[src/rtl/irq_mask_regs.svh]
`ifndef IRQ_MASK_REGS_SVH
`define IRQ_MASK_REGS_SVH
//==========================================================================
// Contract
// - Both aliases read the same mask
// - Bit 31 gates the external interrupt
// - Other mask bits pair with event bits
// - Bit 30 enables the maker extra event
// - Bit 29 enables the software raised event
// - Bit 28 reads zero, ignores writes
// - Bits 14 to 10 read zero
// - Bits 27 to 24 enable four faults
// - Bits 23 to 20 enable cycle timer events
// - Bits 19 to 15 enable link events
// - Bits 9 and 8 enable error events
// - Bits 7 to 0 enable DMA events
//==========================================================================
// Register offsets (byte addresses)
`define MASK_SET_OFS      8'h88
`define MASK_CLR_OFS      8'h8C
`define STAT_OFS          8'hC0
`define STAT_EN_OFS       8'hC4
// Field positions
`define GLOBAL_GATE_BIT   5'h1F
// Implemented mask bits: 31..29, 27..15, 9..0
`define MASK_IMPL         32'hEFFF_83FF
// Event bits that may raise a request (all implemented bits but the gate)
`define EVENT_IMPL        32'h6FFF_83FF
// Event families, one enable group each
`define MAKER_GRP         32'h4000_0000
`define SOFT_GRP          32'h2000_0000
`define FAULT_GRP         32'h0F00_0000
`define TIMER_GRP         32'h00F0_0000
`define LINK_GRP          32'h000F_8000
`define ERROR_GRP         32'h0000_0300
`define DMA_GRP           32'h0000_00FF
// Reset values
`define MASK_RESET        32'h0000_0000
`define STAT_RESET        2'h0
// Own status bits
`define STAT_RISE_BIT     1'h0
`define STAT_FALL_BIT     1'h1
`endif

[src/rtl/irq_mask_pkg.sv]
//==========================================================================
// Types shared by the mask gate files
//==========================================================================
package irq_mask_pkg;
    // Register bus request
    typedef struct packed {
        logic [7:0]  addr;   // Byte address
        logic [31:0] wdata;  // Write data
        logic        wr;     // Write strobe
        logic        rd;     // Read strobe
    } bus_req_s;
    // Register selected by a decode
    typedef enum logic [2:0] {
        SEL_NONE, SEL_MASK_SET, SEL_MASK_CLR, SEL_STAT, SEL_STAT_EN
    } reg_sel_e;
endpackage

[src/rtl/host_link_irq_mask_gate.sv]
// Chosen here: the strobed register port.
`timescale 1ns/1ps
`include "irq_mask_regs.svh"
//==========================================================================
// Interrupt mask stage
//==========================================================================
module host_link_irq_mask_gate (
    // Clock and reset
    input  wire logic        clk_i,
    input  wire logic        reset_n_i,
    // Register port
    input  wire logic [7:0]  addr_i,
    input  wire logic [31:0] wdata_i,
    input  wire logic        wr_i,
    input  wire logic        rd_i,
    output logic      [31:0] rdata_o,
    // Event register contents, same clock
    input  wire logic [31:0] event_i,
    // External interrupt request, level
    output logic             ext_irq_o,
    // Local status interrupt, level
    output logic             irq_o
);
    //======================================================================
    // Decode
    //======================================================================
    irq_mask_pkg::bus_req_s   req;     // Bundled request
    irq_mask_pkg::reg_sel_e   sel;     // Selected register
    logic [31:0]              mask;    // Stored mask
    logic                     ext_req; // Combined request
    logic [31:0]              rdata;      // Read data flops
    logic [31:0]              next_rdata; // Next read data
    logic [1:0]               stat;       // Sticky edge status
    logic [1:0]               next_stat;  // Next status
    logic [1:0]               stat_en;      // Status mask
    logic [1:0]               next_stat_en; // Next status mask
    logic                     ext_q;      // Output flop
    logic                     next_ext_q; // Next output

    assign req = '{addr: addr_i, wdata: wdata_i, wr: wr_i, rd: rd_i};

    // Address to register select, used by both strobes
    function automatic irq_mask_pkg::reg_sel_e decode(input logic [7:0] a);
        unique case (a)
            `MASK_SET_OFS: decode = irq_mask_pkg::SEL_MASK_SET;
            `MASK_CLR_OFS: decode = irq_mask_pkg::SEL_MASK_CLR;
            `STAT_OFS:     decode = irq_mask_pkg::SEL_STAT;
            `STAT_EN_OFS:  decode = irq_mask_pkg::SEL_STAT_EN;
            default:       decode = irq_mask_pkg::SEL_NONE;
        endcase
    endfunction

    assign sel = decode(req.addr);

    //======================================================================
    // Mask storage and gate
    //======================================================================
    mask_store u_store (
        .clk_i     (clk_i),
        .reset_n_i (reset_n_i),
        .set_i     (req.wr && sel == irq_mask_pkg::SEL_MASK_SET),
        .clr_i     (req.wr && sel == irq_mask_pkg::SEL_MASK_CLR),
        .wdata_i   (req.wdata),
        .mask_o    (mask)
    );

    irq_gate u_gate (
        .mask_i  (mask),
        .event_i (event_i),
        .req_o   (ext_req)
    );

    //======================================================================
    // Read data, output flop and status
    //======================================================================
    // Read mux; unmapped reads return zero
    always_comb begin
        next_rdata = 32'h0000_0000;
        if (req.rd) begin
            unique case (sel)
                irq_mask_pkg::SEL_MASK_SET,
                irq_mask_pkg::SEL_MASK_CLR: next_rdata = mask;
                irq_mask_pkg::SEL_STAT:     next_rdata = {30'h0, stat};
                irq_mask_pkg::SEL_STAT_EN:  next_rdata = {30'h0, stat_en};
                irq_mask_pkg::SEL_NONE:     next_rdata = 32'h0000_0000;
            endcase
        end
    end

    // Output registered once; edges of it set sticky bits
    always_comb begin
        next_ext_q   = ext_req;
        next_stat_en = stat_en;
        next_stat    = stat;
        if (req.wr && sel == irq_mask_pkg::SEL_STAT_EN) begin
            next_stat_en = req.wdata[1:0];
        end
        // Write one to clear; a new edge in the same cycle wins
        if (req.wr && sel == irq_mask_pkg::SEL_STAT) begin
            next_stat = stat & ~req.wdata[1:0];
        end
        if (ext_req && !ext_q) begin
            next_stat[`STAT_RISE_BIT] = 1'b1;
        end
        if (!ext_req && ext_q) begin
            next_stat[`STAT_FALL_BIT] = 1'b1;
        end
    end

    always_ff @(posedge clk_i or negedge reset_n_i) begin
        if (!reset_n_i) begin
            rdata   <= 32'h0000_0000;
            ext_q   <= 1'b0;
            stat    <= `STAT_RESET;
            stat_en <= `STAT_RESET;
        end else begin
            rdata   <= next_rdata;
            ext_q   <= next_ext_q;
            stat    <= next_stat;
            stat_en <= next_stat_en;
        end
    end

    assign rdata_o   = rdata;
    assign ext_irq_o = ext_q;
    assign irq_o     = |(stat & stat_en);

    //======================================================================
    // Helper terms for the checks
    //======================================================================
    logic                     gate_on;    // Global gate bit of the mask
    logic [31:0]              paired;     // Events with their enable set
    logic                     rise_seen;  // Output about to rise
    logic                     fall_seen;  // Output about to fall
    logic                     stat_wr;    // Write to the status word
    logic                     stat_en_wr; // Write to the status mask
    logic                     mask_wr;    // Write at either alias

    // Plain nets, so properties stay short and readable
    assign gate_on    = mask[`GLOBAL_GATE_BIT];
    assign paired     = mask & event_i & `EVENT_IMPL;
    assign rise_seen  = ext_req && !ext_q;
    assign fall_seen  = !ext_req && ext_q;
    assign stat_wr    = req.wr && sel == irq_mask_pkg::SEL_STAT;
    assign stat_en_wr = req.wr && sel == irq_mask_pkg::SEL_STAT_EN;
    // Either alias counts; an unmapped write must not touch the mask
    assign mask_wr    = req.wr && (sel == irq_mask_pkg::SEL_MASK_SET
                                   || sel == irq_mask_pkg::SEL_MASK_CLR);
endmodule // host_link_irq_mask_gate

[src/rtl/mask_store.sv]
`timescale 1ns/1ps
`include "irq_mask_regs.svh"
//==========================================================================
// Set/clear mask storage
//==========================================================================
module mask_store (
    // Clock and reset
    input  wire logic        clk_i,
    input  wire logic        reset_n_i,
    // Alias strobes with write data
    input  wire logic        set_i,
    input  wire logic        clr_i,
    input  wire logic [31:0] wdata_i,
    // Stored mask
    output logic      [31:0] mask_o
);
    logic [31:0] mask;       // Mask flops
    logic [31:0] next_mask;  // Next mask

    // Ones set or clear; zeros keep; reserved bits never stored
    always_comb begin
        next_mask = mask;
        if (set_i) begin
            next_mask = mask | wdata_i;
        end
        if (clr_i) begin
            next_mask = mask & ~wdata_i;
        end
        next_mask = next_mask & `MASK_IMPL;
    end

    // Register only
    always_ff @(posedge clk_i or negedge reset_n_i) begin
        if (!reset_n_i) begin
            mask <= `MASK_RESET;
        end else begin
            mask <= next_mask;
        end
    end

    assign mask_o = mask;
endmodule // mask_store

[src/rtl/irq_gate.sv]
`timescale 1ns/1ps
`include "irq_mask_regs.svh"
//==========================================================================
// Combine events with mask and global gate
//==========================================================================
module irq_gate (
    // Inputs
    input  wire logic [31:0] mask_i,
    input  wire logic [31:0] event_i,
    // Request
    output logic             req_o
);
    logic [31:0] pend;  // Enabled events
    logic        gate;  // Global gate bit

    // Bit for bit pairing, gate and reserved positions excluded
    assign pend = mask_i & event_i & `EVENT_IMPL;
    assign gate = mask_i[`GLOBAL_GATE_BIT];
    // Gate off wins over every other bit
    assign req_o = gate & (|pend);
endmodule // irq_gate

[config.mk]
export PLATFORM = sky130hd
export DESIGN_NAME = host_link_irq_mask_gate
export DESIGN_NICKNAME = d
export VERILOG_FILES = /design/src/rtl/irq_mask_pkg.sv /design/src/rtl/host_link_irq_mask_gate.sv /design/src/rtl/mask_store.sv /design/src/rtl/irq_gate.sv
export VERILOG_INCLUDE_DIRS = /design/src /design/src/rtl
export SDC_FILE = /design/constraint.sdc
export NUM_CORES = 1
export LEC_CHECK = 0
export ABC_AREA = 1
export BUFFER_PORTS_ARGS = -buffer_cell sky130_fd_sc_hd__buf_2
export CAP_MARGIN = 20
export CORE_ASPECT_RATIO = 0.75
export CORE_MARGIN = 1.5
export CORE_UTILIZATION = 46
export DETAILED_ROUTE_END_ITERATION = 7
export PLACE_DENSITY = 0.74
export SYNTH_ARGS = -nofsm -noshare
export SYNTH_HDL_FRONTEND = slang
export SYNTH_SLANG_ARGS = --single-unit
[constraint.sdc]
create_clock -name clk_i -period 1.3 [get_ports clk_i]
set_input_delay 0.39 -clock clk_i [delete_from_list [all_inputs] [get_ports clk_i]]
set_output_delay 0.39 -clock clk_i [all_outputs]
set_load 0.1 [all_outputs]
# Word-level counts from Yosys, hierarchy flattened
# Cells that the tools add are included.
# word_totals
regBits,63
input_bits,76
wordCells,45
# classes
eq_ne,8
muxes,8
bitwise_logic,8
reduce_logical,15
# ops
operator,count
one-hot mux 32 bit (4 select lines),1
2-to-1 mux 32 bit,3
bitwise AND 32 bit,1
== test 8 bit (second input constant),4
inverter 32 bit,1
bitwise OR 32 bit,1
bitwise AND 31 bit,1
OR reduction 25 bit,1
one-hot mux 3 bit (4 select lines),1
== test 3 x 2 -> 1 bit (second input constant),2
logical AND 1 bit,6
nonzero test 2 bit,3
bitwise AND 2 bit,2
OR reduction 2 bit,2
== test 3 x 1 -> 1 bit (second input constant),1
== test 3 bit (second input constant),1
zero test 3 bit,1
zero test 1 bit,2
2-to-1 mux 1 bit,2
2-to-1 mux 2 bit,1
inverter 2 bit,1
bitwise AND 1 bit,1

# Longest topological paths before layout
# depth
depth_word,6
ltp_mapped,9

# Hierarchy
# Synthesis repeated with hierarchy kept, for this count alone.
# hier_totals
hier_cells,408
area_unflattened_um2,3061.7
# modules_own_cells
mod,n_inst,cells_each,area_each_um2,seq_area_each_um2
host_link_irq_mask_gate,1,163,1507.7,925.9
mask_store,1,195,1362.6,650.6
irq_gate,1,50,191.4,0.0

# Worst setup path after synthesis
# Ideal clock, no wire load.
# synth_path
path_kind,register to output
startpoint,reg stat[1]
endpoint,out irq_o
arrival_time_ps,1104
required_ps,910
slack_ps,-194
stages_incl_launch_ff,2
n_path_buf,0
path_cell_list,dfrtp_1 a22o_1
# synth_via
elab_chain_len,2
# synth_rtl
item,line_no,text
start: declaration,host_link_irq_mask_gate.sv:33,logic [1:0] stat;
start signal: assignment,host_link_irq_mask_gate.sv:114,stat <= `STAT_RESET;
start signal: assignment,host_link_irq_mask_gate.sv:119,stat <= next_stat;
bitwise AND 2 bit,host_link_irq_mask_gate.sv:126,assign irq_o = |(stat & stat_en);
OR reduction 2 bit,host_link_irq_mask_gate.sv:126,
end: declaration,host_link_irq_mask_gate.sv:22,output logic irq_o
# No other way between the ends.

# Worst setup path after layout
# layout_path
startpoint,reg stat_en[1]
endpoint,out irq_o
# layout_via
elab_chain_len,2
# layout_rtl
item,line_no,text
start: declaration,host_link_irq_mask_gate.sv:35,logic [1:0] stat_en;
start signal: assignment,host_link_irq_mask_gate.sv:115,stat_en <= `STAT_RESET;
start signal: assignment,host_link_irq_mask_gate.sv:120,stat_en <= next_stat_en;
bitwise AND 2 bit,host_link_irq_mask_gate.sv:126,
OR reduction 2 bit,host_link_irq_mask_gate.sv:126,
# No other way between the ends.

==> flow_metrics.py <==
metrics = {
    "drt": {
        "drt_iter0_drc": 197,
        "wl_mm": 7.81,
        "final_antenna_net_count": 0,
        "drt_pass1_iterations": 5,
        "viasPerCell": 5.04,
        "num_vias": 2787,
        "drc": 0,
        "wl_per_cell_um": 14.1,
    },
    "sta": {
        "slew_viol_final": 0,
        "setup_viol": 15,
        "worst_clock_skew_ps": 10.0,
        "fin_ws_ps": -285,
        "min_period_over_period_pct": 122,
        "finalSetupTns_ps": -461,
        "max_freq_ghz": 0.631,
        "hold_viol_final": 0,
        "fin_crit_ps": 1580,
        "rsz0062_at_grt": "true",
    },
    "synth": {
        "synthSimpleGateAreaFrac_pct": 33.5,
        "syn_avg_cell_area_sq_um": 7.93,
        "ys_warn_count": 0,
        "synth-edff-count": 0,
        "synth_cell_type_count": 25,
        "yosysSeqAreaShare_pct": 51.1,
        "netlist_area_sq_um": 2790,
        "synth_seq_cells": 57,
        "synth_top_family_by_area": "simple AND/OR/NAND/NOR gates",
        "synth_top_area_share_pct": 51.1,
        "synth_mux_area_share_pct": 0,
        "yosysTopAreaCell": "dfrtp_1",
        "ys_top_cells_by_area": "dfrtp_1 (51%), nand2_1 (12%), nand3_1 (11%)",
        "synth_top_flop_cell": "dfrtp_1",
        "yosysMostFrequentCell": "nand2_1",
        "synth_fa_ha_area_share_pct": 0,
        "synthArstFlopShare_pct": 100,
        "synthXorXnorAreaFrac_pct": 0,
        "syn_inst": 352,
        "synth_compound_area_share_pct": 5.34,
        "netlist_top_cells_count": "nand2_1 (88), nand3_1 (60), dfrtp_1 (57), nor2_1 (57), inv_1 (32)",
    },
    "clock_network": {
        "clock-sinks": 57,
        "clockBufferDepth": 2,
        "tritoncts": "done",
        "cts_max_level": 3,
        "hold_buffers": 0,
        "tritoncts.num_buffers": 9,
        "clkTransAtPathRegs_ps": 60,
        "cts_root_buffer": "clkbuf_8",
        "clk-insertion-delay-late_ps": 340,
    },
    "power_and_ir_drop": {
        "irDropWorstVdd_uv": 588,
        "power_density_nw_per_um2": 949,
        "p_leak_nw": 2.12,
    },
    "worst_setup_path": {
        "cp_max_fo": 2,
        "crit_type": "register to output pin",
        "worstPathArrival_ps": 1190,
        "cp_top_family": "flip-flops",
        "worstSetupStartpointType": "register",
        "crit_path_end_kind": "output pin",
        "critPathMaxStageDelay_ps": 400,
        "critPathSlowestCell": "dfrtp_1",
        "critical_path_required_ps": 910,
        "worstPathCellList": "a22o_2, buf_12",
        "crit_buf_inv": 1,
    },
    "layout": {
        "postLayoutCoreUtil_pct": 72.3,
        "nets": 546,
        "syn_to_final_growth_pct": 51.0,
        "fin_cells": 553,
        "drive_gt1_share_pct": 32.2,
        "fill_cells": 435,
        "antenna_cells": 0,
        "postLayoutCellArea_sq_um": 4210,
    },
    "floorplanning": {
        "die_area_sq_um": 6550,
        "coreArea_sq_um": 5830,
        "die_y_um": 70.5,
        "io_pins": 110,
        "rows": 24,
        "die-width_um": 92.9,
        "start_util_pct": 47.9,
    },
    "placed_design": {
        "port-buffer-count": 90,
        "dpl.hpwl_mm": 5.40,
        "gp_congestion": 0.821,
        "place_inst": 529,
        "placed_area_sq_um": 3860,
    },
    "grt": {
        "grtUsageTotal_pct": 24.8,
        "grt_overflow": 0,
        "grt_first_pass_wirelength_mm": 12.2,
        "antenna_found_initial": 0,
        "first_global_vias": 2660,
        "grt_max_degree": 58,
    },
    "run_status": {
        "violations": "negative setup slack",
        "status": "complete, but fails checks",
    },
    "hold_path": {
        "hold_class": "input port to async pin",
    },
    "run": {
        "drv_cap": 0,
    },
}
==> routing by layer <==
metal / wire (um) / global-route usage, % / vias to the layer above
li1: - / - / 1345
met1: 3190 / 32.0 / 1319
met2: 3900 / 39.2 / 109
met3: 609 / 7.73 / 14
met4: 110 / 9.09 / 0
met5: 0 / 0 / -
==> worst paths after layout <==
kind                                           startpoint                              to  slack (ps)  depth (start not counted)
max in group asynchronous                       reset_n_i          stat_en[0]$_DFFE_PN0P_        1000                          2
min reg2reg                u_store.mask_o[21]$_DFFE_PN0P_  u_store.mask_o[21]$_DFFE_PN0P_         560                          2
min                                             reset_n_i            rdata_o[2]$_DFF_PN0_          40                          2
min in group clk_i                            wdata_i[21]  u_store.mask_o[21]$_DFFE_PN0P_         280                          3
max reg2reg                u_store.mask_o[22]$_DFFE_PN0P_             stat[1]$_DFFE_PN0P_         100                          9
max                                stat_en[1]$_DFFE_PN0P_                           irq_o        -280                          2
==> cell families after synthesis <==
family | after synthesis
AND/OR/NAND/NOR | 214
flip-flops | 57
buffers and inverters | 51
AO/OA/AOI/OAI | 29
other | 1
==> layout make-up <==
class / instances / area, sq um / share of cell area, %
clock inverter: 2 / 12.5 / 0.297
timing repair inverter: 2 / 17.5 / 0.416
clock buffer: 14 / 163 / 3.86
inverter: 35 / 166 / 3.95
multi-input combinational: 249 / 1170 / 27.9
timing repair buffer: 116 / 1150 / 27.4
tap: 78 / 97.6 / 2.32
sequential: 57 / 1430 / 33.9
==> stage by stage <==
stage	total power [mW]	hold slack (ps)	setup WS, ps
2_1_floorplan	2.22	94.4	-54.2
3_3_place_gp	2.47	417	-285
3_5_place_dp	2.49	412	-365
4_1_cts	4.00	45.3	-277
5_1_grt	4.18	66.0	-332
6_report	4.00	40.9	-285
==> sequential cells by signal, indices dropped and copies added, names as in the netlist <==
name,count
stat,2
u_store.mask_o,26
stat_en,2
ext_irq_o,1
rdata_o,26
==> power breakdown <==
| group | switching [mW] | internal (mW) |
|---|---|---|
| combinational | 0.358 | 0.249 |
| sequential | 0.0687 | 1.85 |
| clock | 0.679 | 0.794 |
| total | 1.11 | 2.89 |
==> what timing repair did <==
action                                 in CTS  in global routing
setup endpoints to repair                  29                 71
endpoints found under the hold margin       0                  0
cloned                                      0                  2
buffers inserted                            2                  4
gates resized for setup                     6                 22
pin swaps                                   1                  5
==> placed cells by master (no fill, tap or decap), types with 6 or more instances in the layout <==
cell type / Yosys / layout
clkbuf_8: 0 / 11
inv_1: 32 / 30
buf_2: 1 / 60
buf_12: 0 / 32
o21ai_0: 12 / 12
nand3_1: 60 / 56
buf_4: 9 / 15
buf_6: 3 / 9
conb_1: 1 / 6
nand2_1: 88 / 84
nor2_1: 57 / 54
o21ai_1: 16 / 16
dfrtp_1: 57 / 57
(Power assumes the default switching activity.)
